`src/core/scar_regs.vh`:
```
// Register numbers, field positions and reset values of the control and attribute bank
`ifndef SCAR_REGS_VH
`define SCAR_REGS_VH
`define SCAR_RN_CONTROL      4'h1
`define SCAR_RN_CACHABLE     4'h2
`define SCAR_RN_BUFFERABLE   4'h3
`define SCAR_RN_RESERVED     4'h4
`define SCAR_OP2_DATA        3'h0
`define SCAR_OP2_INSTR       3'h1
`define SCAR_BIT_ASYNC       31
`define SCAR_BIT_NFAST       30
`define SCAR_BIT_VECTOR      13
`define SCAR_BIT_INSTRUCTION_CACHE      12
`define SCAR_BIT_BIGEND      7
`define SCAR_BIT_DATA_CACHE      2
`define SCAR_BIT_PROT        0
`define SCAR_VEC_LOW         32'h00000000
`define SCAR_VEC_HIGH        32'hffff0000
`define SCAR_RSVD_ONES       32'h00000078
`define SCAR_RST_BIT         1'h0
`define SCAR_RST_ATTR        8'h00
`define SCAR_MODE_FAST       2'h0
`define SCAR_MODE_SYNC       2'h1
`define SCAR_MODE_RSVD       2'h2
`define SCAR_MODE_ASYNC      2'h3
`endif

```
`src/core/scar_area_attr.v`:
```
// Per-area write treatment decode from cachable and bufferable bits
`default_nettype none
module scar_area_attr (
  input  wire [7:0] cachable,
  input  wire [7:0] bufferable,
  output wire [7:0] wr_buffered,
  output wire [7:0] wr_through
);
  genvar g;
  generate
    for (g = 0; g < 8; g = g + 1) begin : g_area
      // Buffered when marked bufferable; a cached area not bufferable writes through
      assign wr_buffered[g] = bufferable[g];
      assign wr_through[g]  = cachable[g] & ~bufferable[g];
    end
  endgenerate
endmodule // scar_area_attr
`default_nettype wire

```
`src/core/scar_bank.v`:
```
// Control word and memory attribute register bank of the system control coprocessor
// Behaviour
// - Bit 13 picks low or high vectors
// - Bit 12 enables the instruction cache
// - Bit 7 selects big-endian, resets zero
// - Bit 2 enables the data cache
// - Bit 0 enables the protection unit
// - Reserved control bits read back fixed, bits 6:3 as ones
// - Bits 31:30 select the clocking mode
// - Opcode_2 picks data or instruction cachable copy
// - Eight cachable bits, one per area
// - Eight bufferable bits, one per data area
// - Bufferable alone decides write buffering; cachable without bufferable writes through
// - Reset clears all, vector bit loads pin
// - Unprivileged or other coprocessor instructions trap
`include "scar_regs.vh"
`default_nettype none
module scar_bank (
  input  wire        sys_clk,
  input  wire        reset,
  input  wire        vector_high_init_pin,
  input  wire        cop_valid,
  input  wire        core_to_coproc_write,
  input  wire        coproc_to_core_read,
  input  wire        other_coproc_instr,
  input  wire        privileged,
  input  wire [3:0]  coproc_reg_number,
  input  wire [2:0]  opcode_2,
  input  wire [31:0] wr_data,
  output reg  [31:0] rd_data_ff,
  output wire        undef_trap,
  output wire [31:0] vector_base,
  output wire        instruction_cache_en,
  output wire        data_cache_en,
  output wire        big_endian,
  output wire        protection_en,
  output wire        async_clock_select,
  output wire        fast_bus_not_select,
  output wire        shared_clock_mode,
  output wire        sync_clock_mode,
  output wire        async_clock_mode,
  output wire        clock_mode_reserved,
  output wire [7:0]  data_cachable,
  output wire [7:0]  instr_cachable,
  output wire [7:0]  area_bufferable_flag,
  output wire [7:0]  data_wr_buffered,
  output wire [7:0]  data_wr_through
);
  reg        async_ff;
  reg        nfast_ff;
  reg        vector_ff;
  reg        instruction_cache_ff;
  reg        bigend_ff;
  reg        data_cache_ff;
  reg        prot_ff;
  reg  [7:0] dcach_ff;
  reg  [7:0] icach_ff;
  reg  [7:0] buf_ff;
  reg  [31:0] nxt_rd_data;

  // Register select decode shared by read and write paths
  function sel;
    input [3:0] rn;
    input [2:0] op2;
    input [3:0] want_rn;
    input [2:0] want_op2;
    begin
      sel = (rn == want_rn) && (op2 == want_op2);
    end
  endfunction

  wire xfer_ok  = cop_valid & privileged & (core_to_coproc_write | coproc_to_core_read);
  wire wr_ok    = xfer_ok & core_to_coproc_write;
  wire rd_ok    = xfer_ok & coproc_to_core_read;
  wire sel_ctl  = (coproc_reg_number == `SCAR_RN_CONTROL);
  wire sel_dc   = sel(coproc_reg_number, opcode_2, `SCAR_RN_CACHABLE, `SCAR_OP2_DATA);
  wire sel_ic   = sel(coproc_reg_number, opcode_2, `SCAR_RN_CACHABLE, `SCAR_OP2_INSTR);
  // Any opcode_2 reaches the single bufferable copy; zero is the software's job
  wire sel_buf  = (coproc_reg_number == `SCAR_RN_BUFFERABLE);

  // Privilege is judged per transfer; data-processing and load/store forms always trap
  assign undef_trap = cop_valid & ((~privileged & (core_to_coproc_write | coproc_to_core_read))
                      | other_coproc_instr);

  // Strap is caught by a clocked reset, so it is safe against a moving pin
  always @(posedge sys_clk) begin
    if (reset) begin
      async_ff  <= `SCAR_RST_BIT;
      nfast_ff  <= `SCAR_RST_BIT;
      vector_ff <= vector_high_init_pin;
      instruction_cache_ff <= `SCAR_RST_BIT;
      bigend_ff <= `SCAR_RST_BIT;
      data_cache_ff <= `SCAR_RST_BIT;
      prot_ff   <= `SCAR_RST_BIT;
      dcach_ff  <= `SCAR_RST_ATTR;
      icach_ff  <= `SCAR_RST_ATTR;
      buf_ff    <= `SCAR_RST_ATTR;
    end else if (wr_ok) begin
      // Reserved control bits are not stored at all
      if (sel_ctl) begin
        async_ff  <= wr_data[`SCAR_BIT_ASYNC];
        nfast_ff  <= wr_data[`SCAR_BIT_NFAST];
        vector_ff <= wr_data[`SCAR_BIT_VECTOR];
        instruction_cache_ff <= wr_data[`SCAR_BIT_INSTRUCTION_CACHE];
        bigend_ff <= wr_data[`SCAR_BIT_BIGEND];
        data_cache_ff <= wr_data[`SCAR_BIT_DATA_CACHE];
        prot_ff   <= wr_data[`SCAR_BIT_PROT];
      end
      if (sel_dc) begin
        dcach_ff <= wr_data[7:0];
      end
      if (sel_ic) begin
        icach_ff <= wr_data[7:0];
      end
      if (sel_buf) begin
        buf_ff <= wr_data[7:0];
      end
    end
  end

  // Reserved bits read back as the should-be values so read-modify-write stays clean
  always @* begin
    nxt_rd_data = rd_data_ff;
    if (rd_ok) begin
      nxt_rd_data = 32'h00000000;
      if (sel_ctl) begin
        nxt_rd_data = `SCAR_RSVD_ONES;
        nxt_rd_data[`SCAR_BIT_ASYNC]  = async_ff;
        nxt_rd_data[`SCAR_BIT_NFAST]  = nfast_ff;
        nxt_rd_data[`SCAR_BIT_VECTOR] = vector_ff;
        nxt_rd_data[`SCAR_BIT_INSTRUCTION_CACHE] = instruction_cache_ff;
        nxt_rd_data[`SCAR_BIT_BIGEND] = bigend_ff;
        nxt_rd_data[`SCAR_BIT_DATA_CACHE] = data_cache_ff;
        nxt_rd_data[`SCAR_BIT_PROT]   = prot_ff;
      end else if (sel_dc) begin
        nxt_rd_data[7:0] = dcach_ff;
      end else if (sel_ic) begin
        nxt_rd_data[7:0] = icach_ff;
      end else if (sel_buf) begin
        nxt_rd_data[7:0] = buf_ff;
      end
    end
  end

  always @(posedge sys_clk) begin
    if (reset) begin
      rd_data_ff <= 32'h00000000;
    end else begin
      rd_data_ff <= nxt_rd_data;
    end
  end

  assign vector_base          = vector_ff ? `SCAR_VEC_HIGH : `SCAR_VEC_LOW;
  assign instruction_cache_en = instruction_cache_ff;
  assign data_cache_en        = data_cache_ff;
  assign big_endian           = bigend_ff;
  assign protection_en        = prot_ff;
  assign async_clock_select   = async_ff;
  assign fast_bus_not_select  = nfast_ff;
  assign shared_clock_mode    = ({async_ff, nfast_ff} == `SCAR_MODE_FAST);
  assign sync_clock_mode      = ({async_ff, nfast_ff} == `SCAR_MODE_SYNC);
  assign async_clock_mode     = ({async_ff, nfast_ff} == `SCAR_MODE_ASYNC);
  // Flagged only; the clock logic decides what to do with it
  assign clock_mode_reserved  = ({async_ff, nfast_ff} == `SCAR_MODE_RSVD);
  assign data_cachable        = dcach_ff;
  assign instr_cachable       = icach_ff;
  assign area_bufferable_flag = buf_ff;

  scar_area_attr u_attr (
    .cachable    (dcach_ff),
    .bufferable  (buf_ff),
    .wr_buffered (data_wr_buffered),
    .wr_through  (data_wr_through)
  );
endmodule // scar_bank
`default_nettype wire

```
`config.mk`:
```
export PLATFORM = sky130hd
export DESIGN_NAME = scar_bank
export DESIGN_NICKNAME = d
export VERILOG_FILES = /design/src/core/scar_area_attr.v /design/src/core/scar_bank.v
export VERILOG_INCLUDE_DIRS = /design/src /design/src/core
export SDC_FILE = /design/constraint.sdc
export NUM_CORES = 1
export LEC_CHECK = 0
export ABC_AREA = 1
export BUFFER_PORTS_ARGS = -buffer_cell sky130_fd_sc_hd__buf_2
export CAP_MARGIN = 20
export CORE_MARGIN = 4
export CORE_UTILIZATION = 42
export CTS_CLUSTER_SIZE = 20
export DETAILED_ROUTE_END_ITERATION = 8
export PLACE_DENSITY = 0.8
export SYNTH_ARGS = -nofsm -noshare
export SYNTH_HDL_FRONTEND = slang
export SYNTH_HIERARCHICAL = 1
export SYNTH_SLANG_ARGS = --single-unit
```
`constraint.sdc`:
```
create_clock -name sys_clk -period 1 [get_ports sys_clk]
set_input_delay 0.05 -clock sys_clk [delete_from_list [all_inputs] [get_ports sys_clk]]
set_output_delay 0.05 -clock sys_clk [all_outputs]
set_load 0.02 [all_outputs]
```
==> impl_metrics.yaml, run 1 <==
worst_setup_path:
  r2r_slack_ns: 0
  start_kind: "flip-flop"
  required_ns: 0.95
  crit_end: "vector_base[16]"
  cp_max_fo: 16
  startpoint: "vector_ff$_DFFE_PP_"
  rr_startpoint: "vector_ff$_DFFE_PP_"
  cp.arrival_ns: 1.04
  r2r_cells: 4
  r2r_end: "rd_data_ff[13]$_SDFFE_PP0P_"
  crit_type: "flip-flop to output port"
  critical-path-slowest-cell: "edfxtp_1"
  cp_cell_sequence: "buf_12 -> buf_2"
  slowest_delay_ns: 0.43
  worstSetupEndpointType: "output port"
finish:
  fill_cells: 524
  final_cell_mix: "buf_2 (91), o21ai_0 (38), inv_1 (37)"
  instances_no_fill: 504
  layout_commonest_cell: "buf_2"
  fin_nets: 478
  areaGrowthSynthToFinish_pct: 27.4
  final_util: 0.560
  drive_gt1_frac: 0.426
  diodes: 0
clock_tree:
  numCtsBuffers: 5
  clk_latency_ns: 0.30
  cts_tree: "yes"
  clock-sinks: 43
  htree_num_levels: 2
  clk_path_buf_depth: 2
  ctsHoldBuffers: 0
  path_clk_slew_ns: 0.08
  root_buffer: "clkbuf_8"
floorplan:
  core_sq_um: 5570
  die_w_um: 84.4
  pin_count: 162
  core.rowCount: 27
  die_area_sq_um: 7120
  die_h_um: 84.4
  start_util: 0.440
routing:
  ant_nets: 0
  wl_met1_um: 2500
  vias_per_cell: 4.61
  wl_per_cell_um: 12.7
  drc: 0
  met2_length_um: 3260
  routed_wl_um: 6410
  top_layer: "met4"
  dr.pass1.iters: 4
  drt_iter0_drc: 104
  vias: 2322
  met3WireLength_um: 490
sta:
  finalMaxSlewViolations: 0
  period_needed_ns: 1.09
  fin_crit_sh: 1.09
  max_freq_ghz: 0.918
  grt_setup_unrepaired: "yes"
  setup_ws_ns: -0.0889
  hold_viol_final: 0
  finClkSkew_ns: 0.0143
  setup_viol: 18
  holdWs_ns: 0.0186
synthesis:
  synth_seq_area_share: 0.355
  syn_avg_cell_area_sq_um: 7.45
  synth_flop_cell: "dfxtp_1"
  yosysWarnings: 6
  synth_top_area_frac: 0.343
  async_flop_share: 0
  syn-cell-area_sq_um: 2450
  ys_seq_elements: 43
  synth_cells: 329
  yosysTopAreaCell: "dfxtp_1"
  synth_edf_count: 1
  ys_types: 26
  netlist_top_cells_area: "dfxtp_1 (34%), buf_4 (18%), o21ai_0 (7.8%), inv_1 (6.7%), a21oi_1 (5.5%)"
hold_path:
  min_path_type: "input pin to flip-flop"
grt:
  gr-total-overflow: 0
  grt_pass1_vias: 2010
  antenna_found_initial: 0
  grt_max_degree: 37
  grt_use_total: 0.164
  grt_first_pass_wirelength_um: 9570
placed_design:
  io_buffers: 105
  gp_congestion: 0.864
  dpl.hpwl_um: 4920
  dpl.cell_count: 492
pwr:
  power_leakage_uw: 0.00158
  powerDensity_nw_per_um2: 1120
  finalPower_uw: 3510
  peakVddDrop_mv: 0.555
status:
  violations: "setup timing"
  status: "finished with violations"
run:
  maxCapViolCount: 0
-- registers in the layout, indices dropped and copies added, names as in the netlist --
signal and cells:
area_bufferable_flag 8, async_clock_select 1, big_endian 1, data_cachable 8, data_cache_en 1, fast_bus_not_select 1, instr_cachable 8, instruction_cache_en 1
protection_en 1, rd_data_ff 12, vector_ff 1
-- worst min-delay path by stage --
stage,startpoint,to,slack (ns),depth (start not counted)
6_report,wr_data[12],instruction_cache_en$_SDFFE_PP0P_,0.02,3
5_1_grt,wr_data[12],instruction_cache_en$_SDFFE_PP0P_,0.03,3
4_1_cts,wr_data[12],instruction_cache_en$_SDFFE_PP0P_,0.02,3
3_5_place_dp,wr_data[12],instruction_cache_en$_SDFFE_PP0P_,0.32,3
3_3_place_gp,wr_data[12],instruction_cache_en$_SDFFE_PP0P_,0.29,3
2_1_floorplan,wr_data[7],big_endian$_SDFFE_PP0P_,0.18,2
-- synthesized netlist by cell type, types with 4 or more instances --
cell type / number
dfxtp_1: 42
nor2_4: 5
a21oi_1: 27
o21ai_1: 6
nand3_1: 8
inv_1: 44
nor2_1: 36
o22ai_1: 4
nand2_1: 25
nor2_2: 8
o21ai_0: 38
buf_4: 60
a22oi_1: 4
-- stage by stage --
step	TNS [ns]	area, sq um	setup slack (ns)
after floorplan	0	2580	0.0548
after global placement	-2.11	2860	-0.115
after detailed placement	-2.62	2860	-0.129
after CTS	-1.37	2990	-0.0881
final	-1.42	3120	-0.0889
after global routing	-2.19	3120	-0.126
-- worst max-delay path: cells and delay by family, from the launching register on --
family	cells	cell delay, ns
flip-flops	1	0.43
buffers and inverters	2	0.32
-- area by class of cell --
cell class              instances  area, sq um  area share
clock buffers                   6         82.6      0.0265
clock inverters                 2         16.3     0.00521
inverters                      46          178      0.0569
multi-input cells             206         1060       0.338
flip-flops and latches         43          902       0.289
well taps                      72         90.1      0.0289
repair buffers                129          796       0.255
-- repair_timing --
item,CTS,global route
endpoints found under the setup margin,27,34
pin swaps,0,5
resized for setup,19,39
setup buffers,1,4
-- cell families after synthesis --
family | count (synthesis) | synth area share
DFF | 43 | 0.355
other | 1 | 0.00153
AOI/OAI and AO/OA | 81 | 0.174
and+or+nand+nor | 89 | 0.188
buffers and inverters | 115 | 0.280
-- per-layer routing --
metal	vias up	GRT usage
met4	0	0.0676
li1	1152	-
met3	13	0.0324
met2	103	0.282
met1	1054	0.199
met5	-	0
-- power breakdown --
group	switching, uW	internal, uW
clock network	594	563
registers	14.9	1720
logic	423	192
No activity file was read; power rests on OpenSTA's default activity.
==> run 2: changes to the inputs <==
CORE_UTILIZATION = 30   (was 42)
PLACE_DENSITY = not set   (was 0.8)
==> run 2 against run 1 <==
Effect of this change: the flow still finishes with violations (setup timing); die area increased by 36%; register-to-register slack better by 0.08 ns; critical endpoint is now vector_base[29]; combinational power is 2% lower; clock skew is 0.0027 ns lower; fmax up 2.1%; first-iteration DRC count is 1.9% higher; sequential power is essentially flat; largest cell class unchanged; cell count grew 6.0%.
==> impl_metrics.yaml, run 2 (synthesized netlist as in run 1, its figures left out) <==
placed_design:
  io_buffers: 105
  dpl.hpwl_um: 5210
  gp_congestion: 0.781
  dpl.cell_count: 523
  pre_cts_slack_ns: -0.190
finish:
  fill_cells: 812
  instances_no_fill: 534
  regMostFlops: "rd_data_ff"
  final_cell_mix: "buf_2 (94), inv_1 (37), o21ai_0 (37)"
  layout_commonest_cell: "buf_2"
  drive_gt1_frac: 0.424
  largest_register_ffs: 12
  fin_nets: 478
  diodes: 0
  final_util: 0.401
  areaGrowthSynthToFinish_pct: 28.3
worst_setup_path:
  r2r_end: "rd_data_ff[7]$_SDFFE_PP0P_"
  worstSetupEndpointType: "output port"
  startpoint: "vector_ff$_DFFE_PP_"
  rr_startpoint: "data_cachable[7]$_SDFFE_PP0P_"
  crit_end: "vector_base[29]"
  r2r_cells: 5
  cp.arrival_ns: 1.02
  start_kind: "flip-flop"
  required_ns: 0.95
  crit_type: "flip-flop to output port"
  r2r_slack_ns: 0.08
  cp_max_fo: 16
grt:
  grt_use_total: 0.130
  grt_pass1_vias: 2121
  antenna_found_initial: 0
  grt_max_degree: 37
  gr-total-overflow: 0
  grt_first_pass_wirelength_um: 10400
hold_path:
  min_path_type: "input pin to flip-flop"
pwr:
  powerDensity_nw_per_um2: 1160
  power_leakage_uw: 0.00160
  peakVddDrop_mv: 0.523
  finalPower_uw: 3650
floorplan:
  start_util: 0.312
  die_h_um: 98.4
  core.rowCount: 32
  die_area_sq_um: 9680
  die_w_um: 98.4
  pin_count: 162
  core_sq_um: 7850
clock_tree:
  root_buffer: "clkbuf_8"
  numCtsBuffers: 5
  path_clk_slew_ns: 0.08
  clock-sinks: 43
  cts_tree: "yes"
  clk_path_buf_depth: 2
  htree_num_levels: 2
  clk_latency_ns: 0.30
status:
  violations: "setup timing"
  status: "finished with violations"
routing:
  wl_per_cell_um: 12.3
  met3WireLength_um: 445
  top_layer: "met4"
  drt_iter0_drc: 106
  wl_met1_um: 2640
  routed_wl_um: 6590
  vias_per_cell: 4.27
  met2_length_um: 3410
  dr.pass1.iters: 4
  vias: 2281
  drc: 0
  ant_nets: 0
sta:
  finClkSkew_ns: 0.0116
  max_freq_ghz: 0.938
  fin_crit_sh: 1.07
  hold_viol_final: 0
  setup_ws_ns: -0.0665
  holdWs_ns: 0.0298
  setup_viol: 16
  finalMaxSlewViolations: 0
  grt_setup_unrepaired: "yes"
  period_needed_ns: 1.07
run:
  maxCapViolCount: 0
-- run 2: metrics by stage --
step	instance area, sq um	setup TNS, ns
after floorplan	2580	0
after global placement	2900	-2.92
after detailed placement	2900	-4.06
after CTS	3100	-1.15
after global routing	3140	-1.74
final	3140	-1.03
-- run 2: final cells by class --
| class | instances | area (sq um) | area share |
|---|---|---|---|
| inverter | 46 | 175 | 0.0557 |
| timing repair buffer | 129 | 783 | 0.249 |
| tap | 102 | 128 | 0.0406 |
| clock inverter | 1 | 5.00 | 0.00159 |
| sequential | 43 | 902 | 0.287 |
| clock buffer | 7 | 108 | 0.0342 |
| multi-input combinational | 206 | 1040 | 0.332 |
-- run 2: critical path, stage by stage (launching register included) --
cell and delay [ns]:
edfxtp_1 0.41, buf_6 0.16, buf_2 0.16
-- run 2: what timing repair did --
item / CTS / global route
hold buffers: 1 / 0
gates cloned: 0 / 0
endpoints found under the setup margin: 29 / 32
resized for setup: 28 / 23
hold endpoints to repair: 1 / 0
setup buffers: 3 / 2
pin swaps: 1 / 3
-- run 2: how the worst min path moves through the flow --
stage                         start  cells past startpoint  slack, ns                           endpoint
6_report       vector_high_init_pin                      3       0.03                vector_ff$_DFFE_PP_
5_1_grt                 wr_data[13]                      3       0.03                vector_ff$_DFFE_PP_
2_1_floorplan            wr_data[7]                      2       0.18            big_endian$_SDFFE_PP0P_
3_3_place_gp            wr_data[12]                      3       0.27  instruction_cache_en$_SDFFE_PP0P_
3_5_place_dp            wr_data[12]                      3       0.29  instruction_cache_en$_SDFFE_PP0P_
4_1_cts        vector_high_init_pin                      3       0.03                vector_ff$_DFFE_PP_
-- run 2: per-layer routing --
metal  vias up  global-route usage
met3         8              0.0243
met4         0              0.0441
met1      1048               0.156
met5         -                   0
met2        79               0.231
li1       1146                   -
-- run 2: report_power, final --
group | switching [uW] | internal (uW) | total, uW
clock network | 604 | 708 | 1310
registers | 13.0 | 1720 | 1740
logic | 422 | 180 | 603
total | 1040 | 2610 | 3650
